--- config.mk ---
export PLATFORM = sky130hd
export DESIGN_NAME = pes_port_regs
export DESIGN_NICKNAME = d
export VERILOG_FILES = /design/src/logic/pes_pkg.sv /design/src/logic/pes_err_bit.sv /design/src/logic/pes_port_regs.sv /design/src/logic/pes_wonce.sv
export SDC_FILE = /design/constraint.sdc
export NUM_CORES = 1
export LEC_CHECK = 0
export ABC_AREA = 0
export BUFFER_PORTS_ARGS = -buffer_cell sky130_fd_sc_hd__buf_2
export CAP_MARGIN = 20
export CORE_MARGIN = 3
export CORE_UTILIZATION = 44
export DETAILED_ROUTE_END_ITERATION = 12
export GPL_TIMING_DRIVEN = 0
export PLACE_DENSITY = 0.79
export SLEW_MARGIN = 25
export SYNTH_ARGS = -nofsm -noshare
export SYNTH_HDL_FRONTEND = slang
export SYNTH_SLANG_ARGS = --single-unit
--- constraint.sdc ---
create_clock -name clk -period 2.3 [get_ports clk]
set_input_delay 0.345 -clock clk [delete_from_list [all_inputs] [get_ports clk]]
set_output_delay 0.345 -clock clk [all_outputs]
set_load 0.05 [all_outputs]
--- src/logic/pes_pkg.sv ---
// constants for the root port error status and link capabilities registers
// assumes dword aligned configuration accesses with byte enables
//
// Notes on behaviour
// [RULE_01] unsupported request received sets status bit 3.
// [RULE_02] unsupported request also sets fatal or non-fatal bit per severity.
// [RULE_03] any fatal error sets status bit 2.
// [RULE_04] any non-fatal error sets status bit 1.
// [RULE_05] any correctable error sets status bit 0.
// [RULE_06] status bits set regardless of device control reporting enables.
// [RULE_07] fatal and non-fatal bits set even for masked uncorrectable errors.
// [RULE_08] correctable bit set even for masked correctable errors.
// [RULE_09] port number 02h read-only in bits 31:24 of link capabilities.
// [RULE_10] l1 exit latency bits 17:15 write-once, reset 010b.
// [RULE_11] software writes both bytes holding l1 exit latency together.
// [RULE_12] firmware sets l1 exit latency at setup if default unsuitable.
// [RULE_13] l0s exit latency read-only bits 14:12, reset 100b.
// [RULE_14] l0s exit latency reported follows common clock configuration bit.
// [RULE_15] aspm support bits 11:10 write-once, reset 11b.
// [RULE_16] maximum lane count 10h read-only in bits 9:4.
// [RULE_17] maximum link speed bits 3:0 hardwired to 1h, 2.5 Gb/s.
// [RULE_18] common clock bit set means shared reference clock, clear means async.
// [RULE_19] fatal errors reported internally when enabled; no message on link.
// [RULE_20] status bits reset to zero, cleared by writing one, zero no effect.
// [RULE_21] write-once field takes first write after reset, ignores later ones.

package pes_pkg;

  // byte addresses of the dword configuration registers
  localparam logic [11:0] OFF_DEV_CTRL_STS = 12'h0a8;
  localparam logic [11:0] OFF_LINK_CAP     = 12'h0ac;
  localparam logic [11:0] OFF_LINK_CTRL    = 12'h0b0;

  // device control fields (low half of the dword)
  localparam int POS_CORR_REP_EN   = 0;
  localparam int POS_NONFATAL_EN   = 1;
  localparam int POS_FATAL_EN      = 2;
  localparam int POS_UR_REP_EN     = 3;
  localparam int POS_MAX_PAYLOAD   = 5;
  localparam int W_MAX_PAYLOAD     = 3;

  // device error status sits in the upper half of the dword
  localparam int POS_STS_BASE      = 16;
  localparam int POS_STS_TX_PEND   = 21;
  localparam int N_ERR_BITS        = 4;
  localparam int ERR_CORR          = 0;
  localparam int ERR_NONFATAL      = 1;
  localparam int ERR_FATAL         = 2;
  localparam int ERR_UNSUPP        = 3;

  // link capabilities fields
  localparam int POS_MAX_SPEED     = 0;
  localparam int W_MAX_SPEED       = 4;
  localparam int POS_MAX_LANES     = 4;
  localparam int W_MAX_LANES       = 6;
  localparam int POS_ASPM_SUP      = 10;
  localparam int W_ASPM_SUP        = 2;
  localparam int POS_L0S_LAT       = 12;
  localparam int W_L0S_LAT         = 3;
  localparam int POS_L1_LAT        = 15;
  localparam int W_L1_LAT          = 3;
  localparam int POS_PORT_NUM      = 24;
  localparam int W_PORT_NUM        = 8;

  localparam logic [3:0] MAX_SPEED_VAL     = 4'h1;
  localparam logic [5:0] MAX_LANES_VAL     = 6'h10;
  localparam logic [1:0] ASPM_SUP_RST      = 2'h3;
  localparam logic [2:0] L0S_LAT_COMMON    = 3'h4;
  localparam logic [2:0] L0S_LAT_ASYNC     = 3'h6;
  localparam logic [2:0] L1_LAT_RST        = 3'h2;
  localparam logic [7:0] PORT_NUM_VAL      = 8'h02;
  localparam logic [31:0] LINK_CAP_RST     = 32'h0201_4d01;

  // link control fields
  localparam int POS_ASPM_CTRL     = 0;
  localparam int W_ASPM_CTRL       = 2;
  localparam int POS_FAR_LOOP      = 2;
  localparam int POS_LINK_DIS      = 4;
  localparam int POS_RETRAIN       = 5;
  localparam int POS_COMMON_CLK    = 6;
  localparam int POS_EXT_SYNCH     = 7;
  localparam logic COMMON_CLK_RST  = 1'b1;

endpackage

--- src/logic/pes_err_bit.sv ---
// one sticky error status bit, write one to clear
// assumes set and clear arrive as single cycle strobes on clk
`timescale 1ns/100ps

module pes_err_bit (
  input  wire logic clk,
  input  wire logic srst,
  input  wire logic set_evt,
  input  wire logic clr_req,
  output logic      flag
);

  logic flag_ff;

  // an event in the clearing cycle keeps the bit set
  always_ff @(posedge clk) begin
    if (srst) begin
      flag_ff <= 1'b0;                        // [RULE_20]
    end else if (set_evt) begin
      flag_ff <= 1'b1;
    end else if (clr_req) begin
      flag_ff <= 1'b0;                        // [RULE_20]
    end
  end

  assign flag = flag_ff;

endmodule

--- src/logic/pes_port_regs.sv ---
// root port device control/status, link capabilities and link control
// assumes one configuration request per cycle, dword addressed, from the
// configuration decoder; error events are single cycle strobes from the
// transaction and link layers, taken before any advanced error masking
`timescale 1ns/100ps

module pes_port_regs (
  input  wire logic        clk,
  input  wire logic        srst,
  // configuration access port
  input  wire logic        cfg_req,
  input  wire logic        cfg_wr,
  input  wire logic [11:0] cfg_addr,
  input  wire logic [3:0]  cfg_be,
  input  wire logic [31:0] cfg_wdata,
  output logic             cfg_ack,
  output logic      [31:0] cfg_rdata,
  // error events from the port logic
  input  wire logic        ur_event,
  input  wire logic        fatal_event,
  input  wire logic        nonfatal_event,
  input  wire logic        corr_event,
  input  wire logic        ur_severity_fatal,
  input  wire logic        tx_pending,
  // internal error reports to the root error logic
  output logic             fatal_report,
  output logic             nonfatal_report,
  output logic             corr_report,
  // settings seen by the link logic
  output logic      [2:0]  max_payload,
  output logic      [2:0]  l1_exit_latency,
  output logic      [2:0]  l0s_exit_latency,
  output logic      [1:0]  aspm_support,
  output logic      [1:0]  aspm_ctrl,
  output logic             common_clock_config,
  output logic             link_disable,
  output logic             ext_synch,
  output logic             far_loopback,
  output logic             retrain_req
);

  // ------------------------------------------------------------------
  // address decode
  // ------------------------------------------------------------------
  logic dw_dev;
  logic dw_cap;
  logic dw_link_control_reg;
  logic wr_dev;
  logic wr_cap;
  logic wr_link_control_reg;

  // word select, low two address bits ignored
  always_comb begin
    dw_dev  = (cfg_addr[11:2] == pes_pkg::OFF_DEV_CTRL_STS[11:2]);
    dw_cap  = (cfg_addr[11:2] == pes_pkg::OFF_LINK_CAP[11:2]);
    dw_link_control_reg = (cfg_addr[11:2] == pes_pkg::OFF_LINK_CTRL[11:2]);
  end

  // write strobes per register word
  assign wr_dev  = cfg_req && cfg_wr && dw_dev;
  assign wr_cap  = cfg_req && cfg_wr && dw_cap;
  assign wr_link_control_reg = cfg_req && cfg_wr && dw_link_control_reg;

  // ------------------------------------------------------------------
  // device control
  // ------------------------------------------------------------------
  logic       corr_rep_en_ff;
  logic       nonfatal_en_ff;
  logic       fatal_en_ff;
  logic       ur_rep_en_ff;
  logic [2:0] max_payload_ff;

  // low byte holds the reporting enables and payload size
  always_ff @(posedge clk) begin
    if (srst) begin
      corr_rep_en_ff <= 1'b0;
      nonfatal_en_ff <= 1'b0;
      fatal_en_ff    <= 1'b0;
      ur_rep_en_ff   <= 1'b0;
      max_payload_ff <= 3'h0;
    end else if (wr_dev && cfg_be[0]) begin
      corr_rep_en_ff <= cfg_wdata[pes_pkg::POS_CORR_REP_EN];
      nonfatal_en_ff <= cfg_wdata[pes_pkg::POS_NONFATAL_EN];
      fatal_en_ff    <= cfg_wdata[pes_pkg::POS_FATAL_EN];
      ur_rep_en_ff   <= cfg_wdata[pes_pkg::POS_UR_REP_EN];
      max_payload_ff <= cfg_wdata[pes_pkg::POS_MAX_PAYLOAD +:
                                  pes_pkg::W_MAX_PAYLOAD];
    end
  end

  // ------------------------------------------------------------------
  // device error status
  // ------------------------------------------------------------------
  logic [3:0] err_set;
  logic [3:0] err_clr;
  logic [3:0] err_flags;

  // sources are unmasked events, so enables and masks never gate them
  always_comb begin
    err_set = 4'h0;
    err_set[pes_pkg::ERR_UNSUPP]   = ur_event;                 // [RULE_01]
    err_set[pes_pkg::ERR_FATAL]    = fatal_event               // [RULE_03]
                                   | (ur_event &
                                      ur_severity_fatal);      // [RULE_02]
    err_set[pes_pkg::ERR_NONFATAL] = nonfatal_event            // [RULE_04]
                                   | (ur_event &
                                      ~ur_severity_fatal);     // [RULE_02]
    err_set[pes_pkg::ERR_CORR]     = corr_event;               // [RULE_05]
  end
  // the status bits ignore the reporting enables entirely [RULE_06]
  // masked uncorrectable errors still reach the fatal/non-fatal bits [RULE_07]
  // masked correctable errors still reach the correctable bit [RULE_08]

  // one cell per status bit, cleared by writing one in byte lane 2
  genvar gi;
  generate
    for (gi = 0; gi < pes_pkg::N_ERR_BITS; gi++) begin : g_err
      assign err_clr[gi] = wr_dev && cfg_be[2] &&
                           cfg_wdata[pes_pkg::POS_STS_BASE + gi]; // [RULE_20]
      pes_err_bit u_err (
        .clk     (clk),
        .srst    (srst),
        .set_evt (err_set[gi]),
        .clr_req (err_clr[gi]),
        .flag    (err_flags[gi])
      );
    end
  endgenerate

  // ------------------------------------------------------------------
  // internal error reporting
  // ------------------------------------------------------------------
  logic fatal_report_ff;
  logic nonfatal_report_ff;
  logic corr_report_ff;
  logic nxt_fatal_report;
  logic nxt_nonfatal_report;
  logic nxt_corr_report;

  // reports stay inside the root, nothing is sent on the link
  always_comb begin
    nxt_fatal_report    = (fatal_event & fatal_en_ff)          // [RULE_19]
                        | (ur_event & ur_rep_en_ff &
                           ur_severity_fatal & fatal_en_ff);
    nxt_nonfatal_report = (nonfatal_event & nonfatal_en_ff)
                        | (ur_event & ur_rep_en_ff &
                           ~ur_severity_fatal & nonfatal_en_ff);
    nxt_corr_report     = corr_event & corr_rep_en_ff;
  end

  // one cycle report pulses
  always_ff @(posedge clk) begin
    if (srst) begin
      fatal_report_ff    <= 1'b0;
      nonfatal_report_ff <= 1'b0;
      corr_report_ff     <= 1'b0;
    end else begin
      fatal_report_ff    <= nxt_fatal_report;                  // [RULE_19]
      nonfatal_report_ff <= nxt_nonfatal_report;
      corr_report_ff     <= nxt_corr_report;
    end
  end

  // ------------------------------------------------------------------
  // link capabilities write-once fields
  // ------------------------------------------------------------------
  logic [2:0] l1_bit_en;
  logic [1:0] aspm_bit_en;
  logic [2:0] l1_lat;
  logic [1:0] aspm_sup;

  // bit 15 lives in lane 1, bits 17:16 in lane 2
  assign l1_bit_en   = {cfg_be[2], cfg_be[2], cfg_be[1]};
  assign aspm_bit_en = {cfg_be[1], cfg_be[1]};

  // any write touching a lane of the field consumes its single write;
  // software is expected to write both lanes at once [RULE_11]
  // the default stays unless firmware rewrites it at setup [RULE_12]
  pes_wonce #(
    .W   (pes_pkg::W_L1_LAT),
    .RST (pes_pkg::L1_LAT_RST)
  ) u_l1_lat (
    .clk    (clk),
    .srst   (srst),
    .wr_en  (wr_cap && (cfg_be[1] || cfg_be[2])),              // [RULE_10]
    .bit_en (l1_bit_en),
    .wdata  (cfg_wdata[pes_pkg::POS_L1_LAT +: pes_pkg::W_L1_LAT]),
    .value  (l1_lat)
  );

  // power management support, entirely in lane 1
  pes_wonce #(
    .W   (pes_pkg::W_ASPM_SUP),
    .RST (pes_pkg::ASPM_SUP_RST)
  ) u_aspm_sup (
    .clk    (clk),
    .srst   (srst),
    .wr_en  (wr_cap && cfg_be[1]),                             // [RULE_15]
    .bit_en (aspm_bit_en),
    .wdata  (cfg_wdata[pes_pkg::POS_ASPM_SUP +: pes_pkg::W_ASPM_SUP]),
    .value  (aspm_sup)
  );

  // ------------------------------------------------------------------
  // link control
  // ------------------------------------------------------------------
  logic [1:0] aspm_ctrl_ff;
  logic       far_loop_ff;
  logic       link_dis_ff;
  logic       common_clk_ff;
  logic       ext_synch_ff;
  logic       retrain_ff;

  // low byte holds every writable control bit
  always_ff @(posedge clk) begin
    if (srst) begin
      aspm_ctrl_ff  <= 2'h0;
      far_loop_ff   <= 1'b0;
      link_dis_ff   <= 1'b0;
      common_clk_ff <= pes_pkg::COMMON_CLK_RST;
      ext_synch_ff  <= 1'b0;
    end else if (wr_link_control_reg && cfg_be[0]) begin
      aspm_ctrl_ff  <= cfg_wdata[pes_pkg::POS_ASPM_CTRL +:
                                 pes_pkg::W_ASPM_CTRL];
      far_loop_ff   <= cfg_wdata[pes_pkg::POS_FAR_LOOP];
      link_dis_ff   <= cfg_wdata[pes_pkg::POS_LINK_DIS];
      // 1 means shared reference clock, 0 asynchronous clocks
      common_clk_ff <= cfg_wdata[pes_pkg::POS_COMMON_CLK];     // [RULE_18]
      ext_synch_ff  <= cfg_wdata[pes_pkg::POS_EXT_SYNCH];
    end
  end

  // retrain is a self clearing strobe, it never reads back as one
  always_ff @(posedge clk) begin
    if (srst) begin
      retrain_ff <= 1'b0;
    end else begin
      retrain_ff <= wr_link_control_reg && cfg_be[0] &&
                    cfg_wdata[pes_pkg::POS_RETRAIN];
    end
  end

  // ------------------------------------------------------------------
  // l0s exit latency selection
  // ------------------------------------------------------------------
  logic [2:0] l0s_lat;

  // shorter exit with a common reference clock
  always_comb begin
    if (common_clk_ff) begin
      l0s_lat = pes_pkg::L0S_LAT_COMMON;                       // [RULE_13]
    end else begin
      l0s_lat = pes_pkg::L0S_LAT_ASYNC;                        // [RULE_14]
    end
  end

  // ------------------------------------------------------------------
  // read data assembly
  // ------------------------------------------------------------------
  logic [31:0] rd_word;

  // unmapped words and reserved bits read as zero
  always_comb begin
    rd_word = 32'h0000_0000;
    case (1'b1)
      dw_dev: begin
        rd_word[pes_pkg::POS_CORR_REP_EN] = corr_rep_en_ff;
        rd_word[pes_pkg::POS_NONFATAL_EN] = nonfatal_en_ff;
        rd_word[pes_pkg::POS_FATAL_EN]    = fatal_en_ff;
        rd_word[pes_pkg::POS_UR_REP_EN]   = ur_rep_en_ff;
        rd_word[pes_pkg::POS_MAX_PAYLOAD +:
                pes_pkg::W_MAX_PAYLOAD]   = max_payload_ff;
        rd_word[pes_pkg::POS_STS_BASE +:
                pes_pkg::N_ERR_BITS]      = err_flags;
        rd_word[pes_pkg::POS_STS_TX_PEND] = tx_pending;
      end
      dw_cap: begin
        rd_word[pes_pkg::POS_MAX_SPEED +:
                pes_pkg::W_MAX_SPEED] = pes_pkg::MAX_SPEED_VAL;   // [RULE_17]
        rd_word[pes_pkg::POS_MAX_LANES +:
                pes_pkg::W_MAX_LANES] = pes_pkg::MAX_LANES_VAL;   // [RULE_16]
        rd_word[pes_pkg::POS_ASPM_SUP +:
                pes_pkg::W_ASPM_SUP]  = aspm_sup;                 // [RULE_15]
        rd_word[pes_pkg::POS_L0S_LAT +:
                pes_pkg::W_L0S_LAT]   = l0s_lat;                  // [RULE_13]
        rd_word[pes_pkg::POS_L1_LAT +:
                pes_pkg::W_L1_LAT]    = l1_lat;                   // [RULE_10]
        rd_word[pes_pkg::POS_PORT_NUM +:
                pes_pkg::W_PORT_NUM]  = pes_pkg::PORT_NUM_VAL;    // [RULE_09]
      end
      dw_link_control_reg: begin
        rd_word[pes_pkg::POS_ASPM_CTRL +:
                pes_pkg::W_ASPM_CTRL]     = aspm_ctrl_ff;
        rd_word[pes_pkg::POS_FAR_LOOP]   = far_loop_ff;
        rd_word[pes_pkg::POS_LINK_DIS]   = link_dis_ff;
        rd_word[pes_pkg::POS_COMMON_CLK] = common_clk_ff;
        rd_word[pes_pkg::POS_EXT_SYNCH]  = ext_synch_ff;
      end
      default: begin
        rd_word = 32'h0000_0000;
      end
    endcase
  end

  // ------------------------------------------------------------------
  // access completion
  // ------------------------------------------------------------------
  logic        cfg_ack_ff;
  logic [31:0] cfg_rdata_ff;

  // every request, mapped or not, completes one cycle later
  always_ff @(posedge clk) begin
    if (srst) begin
      cfg_ack_ff <= 1'b0;
    end else begin
      cfg_ack_ff <= cfg_req;
    end
  end

  // read data captured with a read request, held until the next read
  always_ff @(posedge clk) begin
    if (srst) begin
      cfg_rdata_ff <= 32'h0000_0000;
    end else if (cfg_req && !cfg_wr) begin
      cfg_rdata_ff <= rd_word;
    end
  end

  // ------------------------------------------------------------------
  // outputs
  // ------------------------------------------------------------------
  assign cfg_ack             = cfg_ack_ff;
  assign cfg_rdata           = cfg_rdata_ff;
  assign fatal_report        = fatal_report_ff;
  assign nonfatal_report     = nonfatal_report_ff;
  assign corr_report         = corr_report_ff;
  assign max_payload         = max_payload_ff;
  assign l1_exit_latency     = l1_lat;
  assign l0s_exit_latency    = l0s_lat;
  assign aspm_support        = aspm_sup;
  assign aspm_ctrl           = aspm_ctrl_ff;
  assign common_clock_config = common_clk_ff;
  assign link_disable        = link_dis_ff;
  assign ext_synch           = ext_synch_ff;
  assign far_loopback        = far_loop_ff;
  assign retrain_req         = retrain_ff;

endmodule

--- src/logic/pes_wonce.sv ---
// write-once register field, locked by its first write after reset
// assumes bit_en marks bits whose byte lane is enabled in the write
`timescale 1ns/100ps

module pes_wonce #(
  parameter int         W   = 2,
  parameter logic [W-1:0] RST = '0
) (
  input  wire logic         clk,
  input  wire logic         srst,
  input  wire logic         wr_en,
  input  wire logic [W-1:0] bit_en,
  input  wire logic [W-1:0] wdata,
  output logic      [W-1:0] value
);

  logic [W-1:0] value_ff;
  logic         locked_ff;

  // first touching write loads enabled bits, later ones are dropped
  always_ff @(posedge clk) begin
    if (srst) begin
      value_ff  <= RST;
      locked_ff <= 1'b0;
    end else if (wr_en && !locked_ff) begin
      value_ff  <= (value_ff & ~bit_en) | (wdata & bit_en); // [RULE_21]
      locked_ff <= 1'b1;                                    // [RULE_21]
    end
  end

  assign value = value_ff;

endmodule

==> results.txt, run 1 <==
Setup repair after global routing left no endpoint under its margin. The count of placed standard cells including taps came out at 355. The flop and latch count out of synthesis came out at 47. The worst pin sits at a relative slew slack of 48.9%. The number of levels the H-tree was split into is 2. The number of detailed-routing iterations run before antenna repair came out at 4. The number of buffers inserted during clock tree synthesis came out at 5. For this run, the number of Yosys warnings is 0. In the final routing, the length of wire on met1 measures 2.43 mm. The floorplan step set the die height to 73.9 µm. The wire length on met3 is 440 µm. The clock insertion delay at the later pin of the skew report came out at 0.29 ns. The global-route total usage across every layer came out at 20.0%. The analysis attributes to cell leakage a power of 1.20 nW.

The total negative setup slack is 0 ns. The floorplan step defined a die boundary enclosing 5460 µm². The synthesized area per cell is 9.43 µm². The number of ports placed on the die boundary came out at 112. The detailed router used layers up to and including met4.

The area of combinational cells with multiple inputs is 940 µm². The area share of the largest cell type after synthesis came out at 46.4%. After clock tree synthesis, the setup repair step added 0 buffers. The most critical setup path has its endpoint at cfg_rdata[13]. For the finished layout, the period the worst path requires is 1.98 ns. Of the synthesized area, sequential elements account for 46.4%. Before CTS, the worst setup slack after placement is 0.0231 ns. The global route total overflow came out at 0. TritonCTS built the clock tree.

The async set-reset flop share out of synthesis came out at 0%. For this run, the post-layout net count is 368. The share of post-route cells with drive strength above 1 came out at 34.8%. The tree is rooted in a clkbuf_8. Across all layers, the routed design uses 1,851 vias. Synthesis handed over a netlist of 215 instances.

In this design, the stage delay of the slowest critical-path cell is 0.52 ns. Dividing the final minimum period by the clock period gives 86.0%. STA puts the critical path data arrival time at 2.22 ns. After synthesis the cells add up to 2030 µm². The sequential cells in the finished layout cover a total of 941 µm². After filler insertion, the fill cell instance count of the layout stands at 409. The run finished with clean final reports.

The number of sinks driven by the clock tree came out at 47. The source of the critical timing path is cfg_addr[9]. The clock-pin slew reported for the worst setup and hold paths after clock tree synthesis is 0.08 ns. For this run, design rule violations remaining after detail routing come to 0. The fmax is 0.506 GHz. The layout overhead on the synthesized area came out at 29.3%. The vias per cell came out at 5.11.

The power density over cell area came out at 618 nW/µm². The worst setup path is launched from an input port. The synthesized netlist contains 36 unique library cells. Max-cap violations in this run came to 0. The detailed-placement wirelength estimate came out at 3.95 mm.

The total wire length after detailed routing is 5.26 mm. Of all cell types, the one taking the most synthesized area is dfxtp_1. In this run, synthesis inferred 0 flip-flops with an integrated enable.

Once routing completed, OpenROAD measured the worst setup slack at 0.323 ns. The final hold violation count is 0. For the pin with the worst max-slew slack, the measured transition is 0.756 ns. The reg-to-reg setup timing slack is 0.58 ns.

The core outline area is 4410 µm². The remaining antenna violation count came out at 0. The overall power consumption came out at 1.62 mW. Of all nets on the critical path, the largest fanout is 10.

The largest clock skew in the final design is 0.00310 ns. The cell count of the worst reg-to-reg path is 4. The number of global-route vias before repair came to 1,757. Row generation in the floorplan step produced 24 rows. The routability congestion estimate is 0.869. The number of instances resized during post-cts repair came out at 0. The slowest library cell on the worst path is or4_4. The number of max-slew violations in the final report is 0.

The largest net degree at the start of global routing came out at 14. The critical path start-end classification is input port to flop. The final setup violation count came out at 0.

In the synthesized netlist the dominant register cell turns out to be dfxtp_1. After synthesis, the cell types taking the most area are dfxtp_1 (46%), mux2i_1 (8.4%), buf_4 (5.9%), nor2_1 (4.6%), nor4_4 (3.1%). The worst register-to-register path begins at u_l1_lat.locked_ff. The worst setup path is captured at a flop. The critical path goes through buf_2 -> or4_4 -> buf_6 -> nor3_1 -> and4_1 -> a22o_1. The horizontal die dimension is 73.9 µm. The number of buffers inserted for hold repair after clock tree synthesis came out at 0. The post-route core utilization is 59.4%. The number of antenna violations at the first check in global routing is 0. The final routed wire length divided by cell count came out at 14.5 µm. The number of inserted diodes is 0. The count of cells in the finished layout, fillers not included, comes to 362. The endpoint required time on the critical path is 2.54 ns. The count of input and output buffers is 76. The number of buffers on the longest clock path is 2. The first global-routing pass estimated 8.46 mm of wire. The tightest min-delay check is of the input port to flop type. Across the VDD grid, the largest voltage drop is 0.336 mV. The DRC violation total after the first TritonRoute iteration is 136.

The starting utilization of the core area is 45.9%. Wire segments on met2 add up to 2.38 mm in the final route.
cell families after synthesis:
family | after synthesis | synth area share (%)
simple gates | 79 | 22.5
other cells | 2 | 0.371
flops | 47 | 46.4
mux | 19 | 9.51
compound gates | 35 | 11.8
buf+inv | 33 | 9.44
metal layers:
layer,vias to the layer above,global-route usage (%)
li1,921,-
met1,846,27.1
met2,82,31.7
met3,2,4.51
met4,0,5.84
met5,-,0
area by class of cell:
class                           instances  area share (%)
Sequential cell                        47            35.9
Multi-Input combinational cell        147            35.9
Timing Repair Buffer                   76            14.5
Buffer                                 25            6.16
Clock buffer                            6            2.77
Tap cell                               52            2.48
Clock inverter                          1            1.15
Inverter                                8            1.15
cell usage after synthesis, drive strengths merged, types with 6 or more instances:
cell,count
clkbuf,8
inv,8
mux2i,17
nor2,25
a21oi,12
nand3,10
buf,17
nor4,6
dfxtp,47
nand2,14
worst max-delay path, delay by kind of cell:
kind / cells / cell delay [ns]
and+or+nand+nor: 3 / 1.45
buffers and inverters: 2 / 0.27
AOI/OAI and AO/OA: 1 / 0.16
how the worst min path moves through the flow:
stage	from	to	slack [ns]	cells after the start
after global placement	cfg_rdata[5]	cfg_rdata[5]	0.44	2
after CTS	cfg_wdata[18]	g_err[2].u_err.flag	0.23	2
after global routing	cfg_wdata[19]	g_err[3].u_err.flag	0.24	2
after floorplan	u_aspm_sup.locked_ff	u_aspm_sup.locked_ff	0.43	2
after detailed placement	cfg_rdata[17]	cfg_rdata[17]	0.44	2
final	cfg_wdata[18]	g_err[2].u_err.flag	0.24	2
where the power goes:
part           switching (mW)  total (mW)  internal [mW]
logic                   0.142       0.208         0.0661
registers             0.00471       0.828          0.823
clock network           0.266       0.585          0.319
total                   0.412        1.62           1.21
through the flow:
| step | hold slack, ns | area [µm²] |
|---|---|---|
| finish | 0.243 | 2620 |
| global route | 0.237 | 2620 |
| CTS | 0.233 | 2620 |
| detailed placement | 0.441 | 2520 |
| global placement | 0.437 | 2520 |
| floorplan | 0.429 | 2070 |
cells in the final DEF, fill, tap and decap left out, types with 3 or more instances in the layout:
| cell type | n |
|---|---|
| inv_1 | 8 |
| buf_4 | 16 |
| nor4_1 | 3 |
| a21oi_1 | 12 |
| buf_2 | 76 |
| nand2_1 | 14 |
| mux2i_1 | 17 |
| nor2_1 | 25 |
| a22o_1 | 4 |
| nand3_1 | 10 |
| a311oi_1 | 4 |
| nor4_4 | 3 |
| or3b_2 | 3 |
| dfxtp_1 | 47 |
| a221oi_1 | 4 |
| nor3_1 | 3 |
| nor2b_1 | 4 |
| conb_1 | 14 |
| clkbuf_1 | 9 |
| o21ai_0 | 4 |
| clkbuf_8 | 5 |
No activity file was read; power rests on OpenSTA's default activity.
==> inputs of run 2 (changes only) <==
--- a/config.mk
+++ b/config.mk
@@ -16,4 +16,5 @@
 export SLEW_MARGIN = 25
 export SYNTH_ARGS = -nofsm -noshare
 export SYNTH_HDL_FRONTEND = slang
+export SYNTH_HIERARCHICAL = 1
 export SYNTH_SLANG_ARGS = --single-unit
==> run 2 against run 1 <==
  * Final cell count rose by 7.5%
  * Clock power fell by 9.1%
  * Synthesized cell count rose by 12%
  * First-iteration DRC count fell by 18%
  * Sequential share of layout area fell by 0.97 points
  * Power fell by 3.1%
  * Largest power group unchanged
  * Die area rose by 3.2%
  * Non-clock buffer count rose by 3
  * Clock skew rose by 0.0029 ns
  * Sequential power barely moved
==> results.txt, run 2 <==
The run finished with clean final reports. The largest net degree at the start of global routing is 18 (+4). By area the synthesized netlist is led by dfxtp_1 (45%), mux2i_1 (5.7%), buf_4 (5.7%), a21oi_1 (4.5%), nor2_1 (4.5%). The number of remaining DRC errors came out at 0 (unchanged). The number of buffers inserted during clock tree synthesis is 5 (unchanged). The synthesis warning total is 6 (+6). The total negative setup slack is 0 ns (unchanged). The kind of cell adding the most delay to the critical path is simple AND/OR/NAND/NOR gates. The number of detailed-routing iterations run before antenna repair is 5 (+1). The net total in the final layout is 394 (+7.1%). The async set-reset flop share out of synthesis came out at 0% (unchanged). The clock tree from TritonCTS is done.

The final routed wire length divided by cell count came out at 14.1 µm (-3.1%). STA classifies the critical path endpoint as a flop. The core outline area is 4470 µm² (+1.4%). The worst vdd rail ir drop is 0.297 mV (-12%). The number of inserted diodes is 0 (unchanged). The headroom to the max-slew limit came out at 63.0% (+14 points).

The summed instance area of the synthesized netlist came out at 2100 µm² (+3.5%). The total wire length after detailed routing came to 5.48 mm (+4.1%). Traced cell by cell, the critical path runs through buf_2 -> nand4bb_1 -> nor3_4 -> and3_1 -> and2_1 -> nand2b_1 -> a21oi_2.

The synthesized area per cell is 8.74 µm² (-7.3%). The share of the yosys chip area belonging to registers came out at 44.8% (-1.6 points). The remaining antenna violation count came out at 0 (unchanged). The wire length on met3 is 564 µm (+28%). The cell count of the worst reg-to-reg path is 3 (-1). The flop and latch count out of synthesis is 47 (unchanged). The number of antenna violations at the first check in global routing came out at 0 (unchanged). The number of buffers inserted to repair setup after CTS is 0 (unchanged). Setup repair after global routing left no endpoint under its margin. The total number of placement rows was 24 (unchanged). The area share of the largest cell type after synthesis came out at 44.8% (-1.6 points). The count of max-cap constraint violations came to 0 (unchanged). The synthesized design spends more area on one cell type than any other, namely dfxtp_1. The clock insertion delay at the later pin of the skew report was 0.30 ns (about the same). The horizontal die dimension came to 75.1 µm (+1.6%). The die boundary height is 75.1 µm (+1.6%). The worst hold path belongs to the class input port to flop. The slowest library cell on the worst path is nor3_4.

The worst setup path is launched from an input port. The number of instances in the synthesized netlist came out at 240 (+12%). The vias per cell came out at 5.17 (+1.2%). The power density over cell area came out at 583 nW/µm² (-5.8%). The layout overhead on the synthesized area is 28.3%. Leaving out fill and tap cells, the most frequent cells in the layout are buf_2 (78), dfxtp_1 (47), nor2_1 (25). The final hold violation count is 0 (unchanged). The number of global-route vias before repair was 1,792 (+2.0%). The maximum fanout along the worst path came out at 10 (unchanged). The most critical setup path has its endpoint at g_err[0].u_err/flag.

The reg-to-reg setup timing slack is 1.18 ns (+0.60 ns). The endpoint required time on the critical path came to 2.48 ns (-0.06 ns). Leaving out fill and tap cells, the most frequent cell in the layout is buf_2.

The highest metal layer carrying signal wires in the routed design is met4. The via count of the routed design is 2,012 (+8.7%). The number of max-slew violations in the final report is 0 (unchanged).

The number of enable flip-flop cells after synthesis is 0 (unchanged). The leakage power is 1.29 nW (+7.2%). In this run the critical register-to-register path is launched from corr_rep_en_ff. The leading register cell type out of synthesis is dfxtp_1.

The path length in cells of the critical path was 7 (+1). The number of levels the H-tree was split into came out at 2 (unchanged). The DRC violation total after the first TritonRoute iteration is 111 (-18%). The final setup violation count is 0 (unchanged).

The share of post-route cells with drive strength above 1 came out at 33.2% (-1.6 points). The number of instances resized during post-cts repair is 0 (unchanged). The portion of the clock cycle consumed by the worst path in the final layout came out at 79.1% (-6.9 points). The count of input and output buffers is 77 (+1.3%).

The count of buffer and inverter cells on the critical path came out at 1 (-1). The global-route total usage across every layer is 19.9% (-0.13 points). The starting utilization of the core area came out at 46.9% (+0.98 points).

The full die area is 5630 µm² (+3.2%). The biggest cell delay along the critical path is 0.54 ns (+0.02 ns). The detailed-placement wirelength estimate is 4.13 mm (+4.4%). In this run the worst setup path begins at cfg_addr[6]. The post-route core utilization is 60.2% (+0.83 points). The global route total overflow came out at 0 (unchanged). The routed length on met2 is 2.58 mm (+8.5%).

Sorting the synthesized cells by how often they occur yields dfxtp_1 (47), nor2_1 (25), nand2_1 (22). The most frequent cell after synthesis is dfxtp_1. The routability congestion estimate came out at 0.889 (+2.2%). The arrival time at the worst endpoint came out at 2.00 ns (-0.22 ns). The number of sinks driven by the clock tree was 47 (unchanged).

The cell sitting at the root of the clock tree is a clkbuf_8. The clock-pin slew reported for the worst setup and hold paths after clock tree synthesis is 0.09 ns (about the same). The count of different cell masters after synthesis was 34 (-5.6%). The critical path start-end classification is input port to flop. The number of buffers inserted for hold repair after clock tree synthesis is 0 (unchanged).

The number of ports placed on the die boundary was 112 (unchanged). The largest clock skew in the final design is 0.00596 ns (+0.00286 ns). The number of buffers on the longest clock path is 2 (unchanged). The endpoint identified for the worst register-to-register timing path is cfg_rdata[0]. The fmax came out at 0.550 GHz (+8.7%). The first-pass GRT wire length was 8.49 mm (+0.40%). The slew of the pin with the lowest slew margin is 0.555 ns (-0.201 ns). The routed length on met1 came out at 2.26 mm (-7.0%). The time the final worst path needs with I/O delays and setup is 1.82 ns (-0.158 ns).
[run 2: cell count changes after synthesis, moves of 5 or more]
cell,change
and2_1,+5
a21oi_1,+7
nand3_1,+8
nand2_1,+8
nand2b_1,+7
mux2i_1,-5
[run 2: worst min-delay path by stage]
stage / start / to / cells after the start
3_3_place_gp: cfg_rdata[18] / cfg_rdata[18] / 2
6_report: cfg_wdata[7] / max_payload[2] / 3
3_5_place_dp: cfg_rdata[15] / cfg_rdata[15] / 2
2_1_floorplan: srst / g_err[0].u_err/flag / 1
4_1_cts: cfg_wdata[6] / common_clock_config / 3
5_1_grt: cfg_wdata[7] / max_payload[2] / 3
[run 2: worst min-delay path, cell delays in order]
cell,delay [ns]
buf_2,0.09
mux2i_1,0.06
nor2_1,0.07
[run 2: cell families after synthesis]
group | count (synthesis) | share of synthesized area (%)
buf+inv | 35 | 9.54
mux | 14 | 6.80
other cells | 2 | 0.358
simple gates | 109 | 28.0
compound gates | 33 | 10.4
flops | 47 | 44.8
[run 2: power by group]
group	switching, mW	internal, mW
clock network	0.286	0.246
logic	0.142	0.0675
registers	0.00509	0.823
total	0.433	1.14
[run 2: per-stage QoR]
| stage | hold slack (ns) | total power [mW] | cells | cell area (µm²) | setup slack, ns |
|---|---|---|---|---|---|
| after floorplan | 0.407 | 0.987 | 252 | 2140 | 0.597 |
| after global placement | 0.436 | 1.05 | 381 | 2590 | 0.209 |
| after global routing | 0.295 | 1.62 | 389 | 2690 | 0.354 |
| final | 0.285 | 1.57 | 389 | 2690 | 0.480 |
| after detailed placement | 0.444 | 1.05 | 381 | 2590 | 0.199 |
| after CTS | 0.280 | 1.58 | 389 | 2690 | 0.491 |
[run 2: layout make-up]
class | instances | area (µm²)
buffer | 27 | 170
sequential | 47 | 941
clock buffer | 6 | 82.6
timing repair buffer | 77 | 385
fill | 409 | 1780
multi-input combinational | 170 | 1000
clock inverter | 2 | 16.3
tap | 52 | 65.1
inverter | 8 | 30.0
[run 2: routing by layer]
metal / vias to the layer above / global-route usage [%]
met5: - / 0
met2: 111 / 32.1
met3: 12 / 6.68
li1: 982 / -
met1: 907 / 25.3
met4: 0 / 5.34
==> inputs of run 3 (changes only) <==
--- a/config.mk
+++ b/config.mk
@@ -5,14 +5,14 @@
 export SDC_FILE = /design/constraint.sdc
 export NUM_CORES = 1
 export LEC_CHECK = 0
-export ABC_AREA = 0
+export ABC_AREA = 1
 export BUFFER_PORTS_ARGS = -buffer_cell sky130_fd_sc_hd__buf_2
 export CAP_MARGIN = 20
 export CORE_MARGIN = 3
-export CORE_UTILIZATION = 44
+export CORE_UTILIZATION = 41
 export DETAILED_ROUTE_END_ITERATION = 12
 export GPL_TIMING_DRIVEN = 0
-export PLACE_DENSITY = 0.79
+export PLACE_DENSITY = 0.76
 export SLEW_MARGIN = 25
 export SYNTH_ARGS = -nofsm -noshare
 export SYNTH_HDL_FRONTEND = slang
==> constraint.sdc (replaced) <==
create_clock -name clk -period 1.6 [get_ports clk]
set_input_delay 0.24 -clock clk [delete_from_list [all_inputs] [get_ports clk]]
set_output_delay 0.24 -clock clk [all_outputs]
set_load 0.05 [all_outputs]
==> run 3 against run 2 <==
  * Final cell count up 26%
  * Critical path type unchanged
  * Worst setup slack got worse by 0.27 ns
  * Non-clock buffer count shrank 3
  * Via count is 9.5% higher
  * Register-to-register slack got worse by 0.39 ns
  * Power up 48%
  * Core utilization down 5.3 points
  * Sequential power grew 46%
  * Largest cell class unchanged
  * Hold slack worse by 0.13 ns
==> results.txt, run 3 <==
The total number of placement rows came out at 26 (+8.3%). The routability congestion estimate was 0.844 (-5.0%). Summed over all instances, the cell type with the most area after synthesis is dfxtp_1. The clock insertion delay at the later pin of the skew report came out at 0.30 ns (about the same). The async set-reset flop share out of synthesis is 0% (unchanged). The finished layout cell area came out at 2840 µm² (+5.4%). The number of inserted diodes was 0 (unchanged). The share of the yosys chip area belonging to registers is 42.3% (-2.5 points). In the synthesized netlist, the cells that appear most often are nand2_1 (59), nor2_1 (58), dfxtp_1 (47), inv_1 (47), nand3_1 (26). The number of global-route vias before repair was 1,932 (+7.8%). The arrival time at the worst endpoint came out at 1.58 ns (-0.42 ns). The library cell used most frequently in the layout, excluding fill and tap cells, is buf_2. The leakage power is 1.54 nW (+19%). The maximum fanout along the worst path is 10 (unchanged). The number of buffers inserted for hold repair after clock tree synthesis came out at 0 (unchanged). The overall power consumption came out at 2.32 mW (+48%).

STA classifies the critical path startpoint as an input port. The full die area is 6350 µm² (+13%). The die boundary height is 79.7 µm (+6.1%). The number of remaining DRC errors came out at 0 (unchanged). Subtracting the final worst setup slack from the clock period gives 1.39 ns. The share of post-route cells with drive strength above 1 was 30.3% (-2.9 points). The area share of the largest cell type after synthesis came out at 42.3% (-2.5 points). The core outline area came out at 5170 µm² (+16%).

The fmax is 0.717 GHz. The horizontal die dimension is 79.7 µm (+6.1%). The instance area at placement is 2740 µm² (+5.7%).

The global route total overflow is 0 (unchanged). The summed instance area of the synthesized netlist was 2220 µm² (+6.0%). The worst hold-check path type is input port to flop. Compared with the post-synthesis result, the final layout area differs by 27.6%.

In this run the clock root is driven by a clkbuf_8. The final hold violation count is 0 (unchanged). In the layout the commonest cells are buf_2 (79), nand2_1 (59), nor2_1 (58). The number of antenna violations at the first check in global routing came to 0 (unchanged). The global-route total usage across every layer is 17.9% (-2.0 points). The clock-pin slew reported for the worst setup and hold paths after clock tree synthesis was 0.09 ns (about the same).

The count of different cell masters after synthesis was 23 (-32%). TritonCTS built the clock tree. In the post-synthesis netlist, the cell with the most instances is nand2_1. STA classifies the critical path endpoint as a flop. The number of enable flip-flop cells after synthesis came to 0 (unchanged).

The remaining antenna violation count is 0 (unchanged). The number of detailed-routing iterations run before antenna repair is 4 (-1). In the post-synthesis netlist, the biggest area contributors are dfxtp_1 (42%), nand2_1 (10%), nor2_1 (9.8%), inv_1 (7.9%), nand3_1 (5.8%). The count of input and output buffers was 77 (unchanged).

The number of max-slew violations in the final report came out at 0 (unchanged). The number of buffers inserted during clock tree synthesis is 5 (unchanged). The synthesized area per cell came to 6.91 µm² (-21%). Among all flip-flop cells after synthesis, the most frequent one is dfxtp_1. The largest net degree at the start of global routing was 15 (-3). The number of buffers on the longest clock path is 2 (unchanged). The critical path is of the input port to flop type. The vias per cell is 4.51 (-13%). The power density over cell area came out at 816 nW/µm² (+40%). The slew of the pin with the lowest slew margin is 0.501 ns (-0.0535 ns).

The detailed-placement wirelength estimate came out at 4.31 mm (+4.4%). The via count of the routed design came to 2,204 (+9.5%). The count of max-cap constraint violations is 0 (unchanged). The number of sinks driven by the clock tree was 47 (unchanged). The headroom to the max-slew limit is 66.6% (+3.6 points).

The run finished with clean final reports. The count of filler cells inserted in the layout is 523 (+28%). The starting utilization of the core area came out at 43.0% (-3.9 points). The number of buffers inserted to repair setup after CTS was 0 (unchanged).

The synthesis warning total is 6 (unchanged). The number of instances resized during post-cts repair came to 0 (unchanged). The number of standard cells in the final layout excluding fillers came out at 489 (+26%). The first-pass GRT wire length came to 8.87 mm (+4.4%).

The number of instances in the synthesized netlist came out at 322 (+34%). The portion of the clock cycle consumed by the worst path in the final layout is 87.1%. The flop and latch count out of synthesis came out at 47 (unchanged). The final setup violation count is 0 (unchanged). The largest clock skew in the final design came to 0.00521 ns (-0.000746 ns). The net total in the final layout is 476 (+21%). The endpoint required time on the critical path came out at 1.79 ns (-0.69 ns). The number of levels the H-tree was split into came out at 2 (unchanged).

The DRC violation total after the first TritonRoute iteration came out at 73 (-34%). The count of placed standard cells including taps is 481 (+26%). The total wire length after detailed routing is 5.56 mm (+1.5%). The final routed wire length divided by cell count is 11.4 µm (-19%).

The number of ports placed on the die boundary was 112 (unchanged). The worst vdd rail ir drop came out at 0.593 mV (+100%). Setup repair after global routing left no endpoint under its margin.
run 3: cell count changes in the layout (fill, tap and decap cells not counted), sizes merged, moves of 4 or more:
cell	delta
nand2	+40
o21ai	+11
nand3	+9
and3	-4
nand3b	-5
a221oi	-4
nor3	-4
inv	+45
mux2i	-12
clkbuf	-4
nor2	+40
and2	-5
nand2b	-9
run 3: routing by layer:
metal / global-route usage (%) / part of all wire (%) / up-vias
met2: 30.4 / 47 / 82
li1: - / - / 1151
met5: 0 / 0 / -
met1: 22.8 / 44 / 964
met4: 5.67 / 1.2 / 0
met3: 3.16 / 7.9 / 7
run 3: logic make-up (layout without fill, tap and decap cells):
group	after synthesis	after routing	share of synthesized area, %
compound gates	32	32	7.87
buf+inv	77	162	16.3
flops	47	47	42.3
other cells	2	14	0.338
simple gates	164	164	33.2
run 3: final cells by class:
cell class | instances | area, µm² | area share [%]
multi-input cells | 210 | 966 | 34.0
flip-flops and latches | 47 | 941 | 33.2
repair buffers | 77 | 385 | 13.6
inverters | 53 | 199 | 7.01
plain buffers | 24 | 164 | 5.78
well taps | 70 | 87.6 | 3.09
clock buffers | 7 | 86.3 | 3.04
clock inverters | 1 | 8.76 | 0.309
run 3: worst max-delay path: stages:
cell and delay, ns:
buf_2 0.09, nor2_1 0.13, nand2_1 0.15, nor2_4 0.24, nand3_1 0.13, a21oi_1 0.23
inv_1 0.10, nor2_2 0.11, nand2_1 0.06, nand2_1 0.05, nand3_1 0.06
run 3: final timing paths:
path / startpoint / to / slack [ns] / cells past startpoint
setup reg to reg: g_err[0].u_err/flag / cfg_rdata[16] / 0.79 / 6
setup / recovery: cfg_addr[9] / flop / 0.21 / 11
hold reg to reg: corr_rep_en_ff / corr_report / 0.44 / 2
hold / removal: cfg_wdata[4] / link_disable / 0.15 / 3
run 3: stage by stage:
| step | hold WS (ns) | setup WS [ns] | util [%] | TNS, ns |
|---|---|---|---|---|
| after CTS | 0.150 | 0.190 | 54.9 | 0 |
| after detailed placement | 0.427 | -0.131 | 53.0 | -0.265 |
| after global routing | 0.164 | 0.0248 | 54.9 | 0 |
| after floorplan | 0.302 | 0.189 | - | 0 |
| after global placement | 0.425 | -0.0696 | 53.0 | -0.0778 |
| final | 0.152 | 0.206 | 54.9 | 0 |
run 3: report_power, final:
| part | switching (mW) | internal [mW] | total [mW] | leakage, nW |
|---|---|---|---|---|
| registers | 0.0125 | 1.19 | 1.21 | 0.382 |
| logic | 0.253 | 0.101 | 0.354 | 1.11 |
| clock network | 0.402 | 0.355 | 0.757 | 0.0484 |
| total | 0.667 | 1.65 | 2.32 | 1.54 |
